## src/tcmux_pkg.sv

```systemverilog
// Package: shared types and constants of the Type-C mux control logic
package tcmux_pkg;

  // Tri-level strap reading, as presented by the analog front end
  typedef enum logic [1:0] {
    TCMUX_STRAP_LOW   = 2'b00,
    TCMUX_STRAP_HIGH  = 2'b01,
    TCMUX_STRAP_FLOAT = 2'b10
  } tcmux_strap_t;

  // Port role
  typedef enum logic [1:0] {
    TCMUX_ROLE_SINK   = 2'b00,
    TCMUX_ROLE_SOURCE = 2'b01,
    TCMUX_ROLE_DRP    = 2'b10
  } tcmux_role_t;

  // Current level advertised or detected
  typedef enum logic [1:0] {
    TCMUX_CUR_DEFAULT = 2'b00,
    TCMUX_CUR_1A5     = 2'b01,
    TCMUX_CUR_3A      = 2'b10
  } tcmux_cur_t;

  // Control state machine
  typedef enum logic [1:0] {
    TCMUX_ST_DISABLED = 2'b00,
    TCMUX_ST_SAMPLE   = 2'b01,
    TCMUX_ST_ACTIVE   = 2'b10
  } tcmux_state_t;

  // CC sensing result from the analog comparators
  typedef struct packed {
    logic       cc1_seen;
    logic       cc2_seen;
    logic       partner_sink;
    logic       audio_adapter;
    tcmux_cur_t src_current;
  } tcmux_cc_t;

  localparam int        TCMUX_CC_W         = 6;
  localparam int        TCMUX_ADDR_BIT     = 6;
  localparam logic [6:0] TCMUX_ADDR_BASE   = 7'h1D;
  // Debounce time in ns and derived cycles at 100 MHz
  localparam int        TCMUX_CLK_NS       = 10;
  localparam int        TCMUX_DEB_NS       = 40;
  localparam int        TCMUX_DEB_CYC      = (TCMUX_DEB_NS + TCMUX_CLK_NS - 1) / TCMUX_CLK_NS;
  localparam logic [3:0] TCMUX_DEB_MAX     = 4'(TCMUX_DEB_CYC);

endpackage : tcmux_pkg

```

## src/tcmux_debounce.sv

```systemverilog
// Synchroniser and debounce filter for the CC sensing word
module tcmux_debounce (
  input  wire logic                        i_core_clk,
  input  wire logic                        i_reset,
  input  wire tcmux_pkg::tcmux_cc_t        i_raw,
  output logic                             o_changed,
  output tcmux_pkg::tcmux_cc_t             o_stable
);

  tcmux_pkg::tcmux_cc_t sync1;
  tcmux_pkg::tcmux_cc_t sync2;
  tcmux_pkg::tcmux_cc_t cand;
  tcmux_pkg::tcmux_cc_t next_cand;
  tcmux_pkg::tcmux_cc_t stable;
  tcmux_pkg::tcmux_cc_t next_stable;
  logic [3:0]           cnt;
  logic [3:0]           next_cnt;
  logic                 changed;
  logic                 next_changed;

  // ==========================================================
  // Filter
  // Candidate must hold for the full count before it is taken
  always_comb
  begin
    next_cand    = sync2;
    next_cnt     = 4'h0;
    next_stable  = stable;
    next_changed = 1'b0;
    if (sync2 == cand)
    begin
      if (cnt < tcmux_pkg::TCMUX_DEB_MAX)
        next_cnt = cnt + 4'h1;
      else
        next_cnt = cnt;
      if (cnt == tcmux_pkg::TCMUX_DEB_MAX - 4'h1 && stable != cand)
      begin
        next_stable  = cand;
        next_changed = 1'b1;
      end
    end
  end

  always_ff @(posedge i_core_clk)
  begin
    if (i_reset)
    begin
      sync1   <= '0;
      sync2   <= '0;
      cand    <= '0;
      cnt     <= 4'h0;
      stable  <= '0;
      changed <= 1'b0;
    end
    else
    begin
      sync1   <= i_raw;
      sync2   <= sync1;
      cand    <= next_cand;
      cnt     <= next_cnt;
      stable  <= next_stable;
      changed <= next_changed;
    end
  end

  assign o_stable  = stable;
  assign o_changed = changed;

  // ==========================================================
  // Checks
  a_glitch_blocked: assert property (@(posedge i_core_clk) disable iff (i_reset)
    (sync2 != $past(sync2)) |=> (stable == $past(stable)))
    else $error("Stable word moved right after an input change");

endmodule : tcmux_debounce

```

## src/tcmux_ctrl.sv

```systemverilog
// Control logic of a Type-C high-speed mux: straps, CC steering, indicators
module tcmux_ctrl (
  input  wire logic                     i_core_clk,
  input  wire logic                     i_reset,
  input  wire logic                     i_chip_enable_n,
  input  wire tcmux_pkg::tcmux_strap_t  i_mode_strap,
  input  wire tcmux_pkg::tcmux_strap_t  i_role_strap,
  input  wire tcmux_pkg::tcmux_cc_t     i_cc_sense,
  input  wire logic                     i_bus_power_sense,
  input  wire tcmux_pkg::tcmux_cur_t    i_sw_current,
  input  wire logic                     i_attention_clear,
  input  wire logic                     i_dual_as_source,
  output logic                          o_i2c_mode,
  output logic [6:0]                    o_target_addr,
  output tcmux_pkg::tcmux_role_t        o_role,
  output tcmux_pkg::tcmux_cur_t         o_adv_current,
  output logic                          o_mux_pos2,
  output logic                          o_mux_on,
  output logic                          o_low_power,
  output logic                          o_current_level_ind_lo_oe,
  output logic                          o_current_level_ind_hi_oe,
  output logic                          o_audio_adapter_flag_oe,
  output logic                          o_attention_n_oe,
  output logic                          o_attach_indicator_n_oe
);

  tcmux_pkg::tcmux_state_t state;
  tcmux_pkg::tcmux_state_t next_state;
  tcmux_pkg::tcmux_cc_t    cc;
  logic                    cc_changed;
  logic                    i2c_mode;
  logic                    next_i2c_mode;
  logic [6:0]              addr;
  logic [6:0]              next_addr;
  tcmux_pkg::tcmux_role_t  role;
  tcmux_pkg::tcmux_role_t  next_role;
  logic                    bus_power;
  logic                    bus_power_prev;
  logic                    attn;
  logic                    next_attn;
  logic                    as_source;
  logic                    active;

  tcmux_debounce u_deb (
    .i_core_clk (i_core_clk),
    .i_reset    (i_reset),
    .i_raw      (i_cc_sense),
    .o_changed  (cc_changed),
    .o_stable   (cc)
  );

  // ==========================================================
  // Enable and strap capture
  always_comb
  begin
    next_state    = state;
    next_i2c_mode = i2c_mode;
    next_addr     = addr;
    next_role     = role;
    case (state)
      tcmux_pkg::TCMUX_ST_DISABLED:
        if (!i_chip_enable_n)
          next_state = tcmux_pkg::TCMUX_ST_SAMPLE;
      tcmux_pkg::TCMUX_ST_SAMPLE:
      begin
        // Straps read once, so a drifting strap cannot flip mode mid-session
        next_i2c_mode = (i_mode_strap != tcmux_pkg::TCMUX_STRAP_FLOAT);
        next_addr     = tcmux_pkg::TCMUX_ADDR_BASE;
        next_addr[tcmux_pkg::TCMUX_ADDR_BIT] = (i_mode_strap == tcmux_pkg::TCMUX_STRAP_HIGH);
        case (i_role_strap)
          tcmux_pkg::TCMUX_STRAP_HIGH: next_role = tcmux_pkg::TCMUX_ROLE_SOURCE;
          tcmux_pkg::TCMUX_STRAP_LOW:  next_role = tcmux_pkg::TCMUX_ROLE_SINK;
          default:                     next_role = tcmux_pkg::TCMUX_ROLE_DRP;
        endcase
        next_state = i_chip_enable_n ? tcmux_pkg::TCMUX_ST_DISABLED
                                     : tcmux_pkg::TCMUX_ST_ACTIVE;
      end
      tcmux_pkg::TCMUX_ST_ACTIVE:
        if (i_chip_enable_n)
          next_state = tcmux_pkg::TCMUX_ST_DISABLED;
      default:
        next_state = tcmux_pkg::TCMUX_ST_DISABLED;
    endcase
  end

  assign active    = (state == tcmux_pkg::TCMUX_ST_ACTIVE);
  assign as_source = (role == tcmux_pkg::TCMUX_ROLE_SOURCE) ||
                     (role == tcmux_pkg::TCMUX_ROLE_DRP && i_dual_as_source);

  // ==========================================================
  // Attention: change sets, host clear loses to a same-cycle change
  always_comb
  begin
    next_attn = attn;
    if (i_attention_clear)
      next_attn = 1'b0;
    if (active && i2c_mode && (cc_changed || bus_power != bus_power_prev))
      next_attn = 1'b1;
    if (!active)
      next_attn = 1'b0;
  end

  always_ff @(posedge i_core_clk)
  begin
    if (i_reset)
    begin
      state          <= tcmux_pkg::TCMUX_ST_DISABLED;
      i2c_mode       <= 1'b0;
      addr           <= 7'h00;
      role           <= tcmux_pkg::TCMUX_ROLE_SINK;
      attn           <= 1'b0;
      bus_power      <= 1'b0;
      bus_power_prev <= 1'b0;
    end
    else
    begin
      state          <= next_state;
      i2c_mode       <= next_i2c_mode;
      addr           <= next_addr;
      role           <= next_role;
      attn           <= next_attn;
      bus_power      <= i_bus_power_sense;
      bus_power_prev <= bus_power;
    end
  end

  // ==========================================================
  // Registered outputs
  always_ff @(posedge i_core_clk)
  begin
    if (i_reset)
    begin
      o_i2c_mode                <= 1'b0;
      o_target_addr             <= 7'h00;
      o_role                    <= tcmux_pkg::TCMUX_ROLE_SINK;
      o_adv_current             <= tcmux_pkg::TCMUX_CUR_DEFAULT;
      o_mux_pos2                <= 1'b0;
      o_mux_on                  <= 1'b0;
      o_low_power               <= 1'b1;
      o_current_level_ind_lo_oe <= 1'b0;
      o_current_level_ind_hi_oe <= 1'b0;
      o_audio_adapter_flag_oe   <= 1'b0;
      o_attention_n_oe          <= 1'b0;
      o_attach_indicator_n_oe   <= 1'b0;
    end
    else
    begin
      o_i2c_mode    <= i2c_mode;
      o_target_addr <= addr;
      o_role        <= role;
      o_low_power   <= !active;
      o_adv_current <= i2c_mode ? i_sw_current
                                : tcmux_pkg::TCMUX_CUR_DEFAULT;
      // Position 2 only when CC2 alone sees the partner
      o_mux_on   <= active && (cc.cc1_seen || cc.cc2_seen);
      o_mux_pos2 <= active && cc.cc2_seen && !cc.cc1_seen;
      o_current_level_ind_lo_oe <= active && !i2c_mode && !as_source &&
                                   cc.src_current != tcmux_pkg::TCMUX_CUR_DEFAULT;
      o_current_level_ind_hi_oe <= active && !i2c_mode && !as_source &&
                                   cc.src_current == tcmux_pkg::TCMUX_CUR_3A;
      o_audio_adapter_flag_oe <= active && !i2c_mode && cc.audio_adapter;
      o_attention_n_oe        <= active && i2c_mode && attn;
      o_attach_indicator_n_oe <= active && as_source && cc.partner_sink;
    end
  end

  // ==========================================================
  // Checks
  a_disable_quiet: assert property (@(posedge i_core_clk) disable iff (i_reset)
    i_chip_enable_n [*3] |=> !o_attach_indicator_n_oe && o_low_power)
    else $error("Outputs active while disabled");
  a_strap_held: assert property (@(posedge i_core_clk) disable iff (i_reset)
    active && $past(active) |-> $stable(i2c_mode) && $stable(role))
    else $error("Strap result changed while active");
  a_mode_decode: assert property (@(posedge i_core_clk) disable iff (i_reset)
    state == tcmux_pkg::TCMUX_ST_SAMPLE && !i_chip_enable_n |=>
      i2c_mode == ($past(i_mode_strap) != tcmux_pkg::TCMUX_STRAP_FLOAT))
    else $error("Mode strap decoded wrongly");
  a_addr_bit: assert property (@(posedge i_core_clk) disable iff (i_reset)
    state == tcmux_pkg::TCMUX_ST_SAMPLE |=>
      addr[6] == ($past(i_mode_strap) == tcmux_pkg::TCMUX_STRAP_HIGH))
    else $error("Address bit 6 wrong");
  a_role_source: assert property (@(posedge i_core_clk) disable iff (i_reset)
    state == tcmux_pkg::TCMUX_ST_SAMPLE && i_role_strap == tcmux_pkg::TCMUX_STRAP_HIGH
      |=> role == tcmux_pkg::TCMUX_ROLE_SOURCE)
    else $error("Role strap high not source");
  a_level_code: assert property (@(posedge i_core_clk) disable iff (i_reset)
    o_current_level_ind_hi_oe |-> o_current_level_ind_lo_oe && !o_i2c_mode)
    else $error("Current level code illegal");
  a_attn_pin: assert property (@(posedge i_core_clk) disable iff (i_reset)
    o_attention_n_oe |-> o_i2c_mode && !o_audio_adapter_flag_oe)
    else $error("Attention driven outside I2C mode");
  a_pin_default: assert property (@(posedge i_core_clk) disable iff (i_reset)
    !i2c_mode |=> o_adv_current == tcmux_pkg::TCMUX_CUR_DEFAULT)
    else $error("Pin mode advertised non-default current");
  a_sw_current: assert property (@(posedge i_core_clk) disable iff (i_reset)
    i2c_mode |=> o_adv_current == $past(i_sw_current))
    else $error("Software current not applied");
  a_attach_src: assert property (@(posedge i_core_clk) disable iff (i_reset)
    o_attach_indicator_n_oe |-> $past(as_source) && $past(cc.partner_sink))
    else $error("Attach indicator without source attach");
  a_orient: assert property (@(posedge i_core_clk) disable iff (i_reset)
    active && cc.cc1_seen |=> !o_mux_pos2)
    else $error("Mux position wrong for CC1");

  c_i2c_attn:  cover property (@(posedge i_core_clk) o_attention_n_oe);
  c_attach:    cover property (@(posedge i_core_clk) o_attach_indicator_n_oe);
  c_pos2:      cover property (@(posedge i_core_clk) o_mux_pos2);
  c_level_hi:  cover property (@(posedge i_core_clk) o_current_level_ind_hi_oe);

endmodule : tcmux_ctrl

```

## config.mk

```make
export PLATFORM = sky130hd
export DESIGN_NAME = tcmux_ctrl
export DESIGN_NICKNAME = d
export VERILOG_FILES = /design/src/tcmux_pkg.sv /design/src/tcmux_debounce.sv /design/src/tcmux_ctrl.sv
export SDC_FILE = /design/constraint.sdc
export NUM_CORES = 1
export LEC_CHECK = 0
export BUFFER_PORTS_ARGS = -buffer_cell sky130_fd_sc_hd__buf_2
export CAP_MARGIN = 40
export CORE_ASPECT_RATIO = 1.75
export CORE_MARGIN = 3
export CORE_UTILIZATION = 40
export CTS_BUF_LIST = sky130_fd_sc_hd__clkbuf_16
export DETAILED_ROUTE_END_ITERATION = 8
export MAX_ROUTING_LAYER = met4
export SLEW_MARGIN = 25
export SYNTH_ARGS = -nofsm -noshare
export SYNTH_HDL_FRONTEND = slang
export SYNTH_SLANG_ARGS = --single-unit
```

## constraint.sdc

```tcl
create_clock -name i_core_clk -period 2.8 [get_ports i_core_clk]
set_clock_uncertainty 0.15 [all_clocks]
set_input_delay 0.28 -clock i_core_clk [delete_from_list [all_inputs] [get_ports i_core_clk]]
set_output_delay 0.28 -clock i_core_clk [all_outputs]
set_load 0.02 [all_outputs]
```

Yosys cells after proc, flatten, opt, wreduce, memory -nomap -nowiden
Cells that the tools add are included.

cells by class
  add/subtract/negate cells = 1
  $lt $le $gt $ge = 1
  eq/ne operators = 14
  mux-type cells = 8
  bitwise operators = 3
  reductions and logical operators = 31

operators by type and width
  cell                                                                   count
  1-bit logical AND                                                      15
  2-bit by 1-bit == test with 1-bit output (second input constant)       4
  2-bit == test (second input constant)                                  3
  6-bit == test                                                          1
  2-bit 2-to-1 mux                                                       3
  2-bit != test (second input constant)                                  3
  6-bit != test                                                          1
  2-bit case mux with 3 select lines                                     1
  2-bit OR reduction                                                     3
  4-bit by 1-bit adder with 4-bit output (second input constant)         1
  4-bit by 2-bit == test with 1-bit output (second input constant)       1
  1-bit zero test                                                        4
  2-bit zero test                                                        2
  4-bit by 3-bit < comparator with 1-bit output (second input constant)  1
  2-bit case mux with 2 select lines                                     1
  2-bit AND reduction                                                    2
  2-bit nonzero test                                                     2
  1-bit logical OR                                                       3
  1-bit 2-to-1 mux                                                       3
  1-bit NOT                                                              3
  1-bit != test                                                          1

word-level totals
  bits in registers = 60
  output and inout bits = 20
  word-level logic and storage cells = 99

Longest topological paths before layout
  word-level depth = 6
  depth in mapped cells = 6
  gate-level depth less buffers = 4

By module
From an unflattened synthesis, not the netlist that was laid out.

second synthesis, totals
  cell total of the unflattened synthesis = 179
  area total of the unflattened synthesis = 1909.3 um^2

modules (own cells, without submodules)
  module          instances  cells an instance  area an instance (um^2)  seq. area each (um^2)
  tcmux_debounce  1          99                 1068.5                   580.6
  tcmux_ctrl      1          80                 840.8                    500.5

Worst setup path before layout
No wires, ideal clock.

  kind = register to register
  start = register u_deb.cand[2] in the netlist's numbering
  end = register u_deb.stable (netlist bit u_deb.o_stable[0])
  arrival = 1.384 ns
  data required time = 2.578 ns
  setup slack = 1.194 ns
  stages on the path, launching flop included = 5
  buffers on the path = 0
  cell sequence = dfxtp_1 -> xor2_1 -> nor4_1 -> a2111oi_4 -> mux2i_1

between the ends
  cells in the longest elaborated chain, start to end = 3

RTL lines
  what                               line                  text
  start: declaration                 tcmux_debounce.sv:12  tcmux_pkg::tcmux_cc_t cand;
  start signal: assignment           tcmux_debounce.sv:59  cand <= next_cand;
  6-bit != test                      tcmux_debounce.sv:36  if (cnt == tcmux_pkg::TCMUX_DEB_MAX - 4'h1 && stable != cand)
  1-bit logical AND                  tcmux_debounce.sv:36
  2-bit AND reduction (no line) (*)  -
  end signal: assignment             tcmux_debounce.sv:61  stable <= next_stable;
  end: declaration                   tcmux_debounce.sv:14  tcmux_pkg::tcmux_cc_t stable;

Mark *: on every way between the ends. The rest lies on a longest branch, timed or not.
A chain may end at the register's enable or synchronous reset.

Worst setup path in the final report
  start = register u_deb.cand[2] in the netlist's numbering
  end = register u_deb.stable (netlist bit u_deb.o_stable[2])

between the ends
  cells in the longest elaborated chain, start to end = 3

RTL lines
  what                           line
  6-bit != test                  tcmux_debounce.sv:36
  1-bit logical AND              tcmux_debounce.sv:36
  2-bit AND reduction (no line)  -

Parallel ways exist; a longest one is shown, timed or not.

==> qor.txt <==
Via density per instance -> 4.587
Critical Path AT -> 1940 ps
CP Launch Type -> flip-flop
Ant diodes -> 0
Count leader, synth -> dfxtp_1
Root Buffer -> clkbuf_16
Outcome -> complete, no violations
Synth unique cells -> 29
Cts hold-fix bufs -> 0
Setup tns final -> 0 ps
Synth Warn # -> 0
Path type of the worst min-delay path -> in -> reg
MaxCap Viol Count -> 0
Fmax -> 533.1 MHz
Grt ovf -> 0
Final period util -> 0.6700
Die W -> 58.01 um
Hold Fails Final Rpt -> 0
Crit. End Element -> flip-flop
Sink Count -> 54
Synth area leaders -> dfxtp_1 57%, nor2b_1 8.9%, nand2b_1 4.0%
Vias -> 1211
Worst Max-Slew Pin Slew -> 643.2 ps
Die Span Y -> 97.01 um
Floorplan core area -> 4484 um^2
Post-synthesis cell count -> 179
Synth-to-Final Area Change -> 17.25%
Max clock buf depth -> 2
Vias in the first global route -> 1202
Top cells by count, synth -> 54 x dfxtp_1, 27 x nor2b_1, 13 x nor2_1, 12 x nand2b_1
Slew Limit Fails -> 0
Req. time, crit path -> 2860 ps
Setup violations, final -> 0
Initial antenna violation count -> 0
CTS resizes -> 0
RSZ-0062 raised after global routing -> no
Final ANT Viol Nets -> 0
PD cells -> 659.8 nW/um^2
Largest net degree at the start of global routing -> 46
Peak supply drop -> 0.4199 mV
CTS Buf Count -> 5
DR DRC count -> 0
GR Util All Layers -> 0.1224
Fin nets -> 231
Period minus WS final -> 1876 ps
Synthesized area per cell -> 10.58 um^2
Mapped Area -> 1893 um^2
H-tree levels -> 2
# port buffers -> 35
Top Ports -> 38
Site Rows -> 32
Post-route setup slack -> 924.1 ps
Share of cells above drive strength 1 -> 0.2066
Leakage -> 0.9268 nW
Share of the synthesized area in the top cell type -> 0.5711
Power Total -> 1.464 mW
GPL Wtd Cong -> 0.8298
Async SR Flop Fraction -> 0
Flops & latches, synth -> 54
Setup fix buffers added after clock tree synthesis -> 0
First-pass GRT wire length -> 5.188 mm
Hold WS -> 30.14 ps
TritonCTS clock tree -> yes
Wire length per cell -> 11.80 um
Dominant synthesized flop cell -> dfxtp_1
Clock transition at path regs -> 70 ps
Worst rel slew slack -> 0.5673
Top cell type by total area after synthesis -> dfxtp_1
Setup slack at placement -> 934.2 ps
Clk_lat worst skew -> 290 ps
1st-iter DRT viols -> 15
Total Routed Length -> 3.115 mm
Critical path class -> reg -> reg
Placed wire-length estimate -> 2.290 mm
Die area -> 5627 um^2
Post-synthesis sequential area ratio -> 0.5711
CP max FO -> 6
DR pass1 iterations -> 4
Initial core utilization -> 0.4222
Core Util, Final -> 0.4950
Number of synthesized flops with an enable pin -> 0
## state kept, by name (all words and copies together), names as in the netlist, 2 cells and up
register	count
o_role	2
state	2
u_deb.cnt	4
u_deb.o_stable	6
role	2
o_adv_current	2
u_deb.next_cand	6
addr	2
u_deb.sync1	6
o_target_addr	2
u_deb.cand	6
## kinds of logic after synthesis
logic type	after synthesis	share of synthesized area
DFF	54	0.5711
buffers and inverters	13	0.03635
xor gates and xnor gates	15	0.06940
muxes	7	0.03701
other	1	0.001981
AOI/OAI and AO/OA	11	0.04429
and+or+nand+nor	77	0.2333
adders and majority gates	1	0.006608
## through the flow
stage / instances / instance area [um^2]
final: 264 / 2220
after global routing: 264 / 2220
after CTS: 264 / 2220
after detailed placement: 256 / 2082
after global placement: 256 / 2082
after floorplan: 180 / 1897
## worst paths after layout
check | from | to | slack, ps | depth (start not counted)
hold / removal | i_chip_enable_n | state[0]$_SDFFE_PP0P_ | 30 | 2
hold reg to reg | u_deb.sync1[2]$_SDFF_PP0_ | u_deb.next_cand[2]$_SDFF_PP0_ | 290 | 1
setup / recovery | u_deb.cand[2]$_SDFF_PP0_ | u_deb.o_stable[2]$_SDFFE_PP0P_ | 920 | 4
setup reg to reg | u_deb.cand[2]$_SDFF_PP0_ | u_deb.o_stable[2]$_SDFFE_PP0P_ | 920 | 4
## cell usage in the layout (no fill, tap or decap), types with 3 or more instances in the layout
| master | netlist | layout |
|---|---|---|
| mux2i_1 | 7 | 7 |
| dfxtp_1 | 54 | 54 |
| nand2_1 | 8 | 8 |
| xor2_1 | 7 | 7 |
| inv_1 | 2 | 3 |
| nor2b_1 | 27 | 27 |
| buf_2 | 1 | 35 |
| and2_1 | 3 | 3 |
| nand2b_1 | 12 | 12 |
| clkbuf_16 | 0 | 5 |
| nor3b_1 | 3 | 3 |
| xnor2_1 | 8 | 8 |
| a21oi_1 | 6 | 6 |
| nor2_1 | 13 | 13 |
## power by group
part           switching [mW]  total, mW  internal [mW]
logic                  0.0450     0.0842         0.0391
clock network           0.254      0.577          0.323
registers              0.0128      0.803          0.790
## layer usage
layer,wire [um],up-vias,GRT usage
li1,-,633,-
met1,1234,546,0.1279
met2,1674,21,0.2038
met3,128,11,0.03204
met4,77,0,0.06429
met5,0,-,-
## worst max-delay path, stage by stage (launching register included)
cell and delay [ps]:
dfxtp_1 370, xor2_1 220, nor4_1 140, a2111oi_4 650
mux2i_1 260
## final cells by class
type,count,area [um^2]
Tap cell,51,63.81
Timing Repair Buffer,36,182.7
Clock buffer,5,125.1
Clock inverter,3,12.51
Multi-Input combinational cell,113,747.0
Fill cell,444,2265
Inverter,2,7.507
Sequential cell,54,1081
No activity file was read; power rests on OpenSTA's default activity.
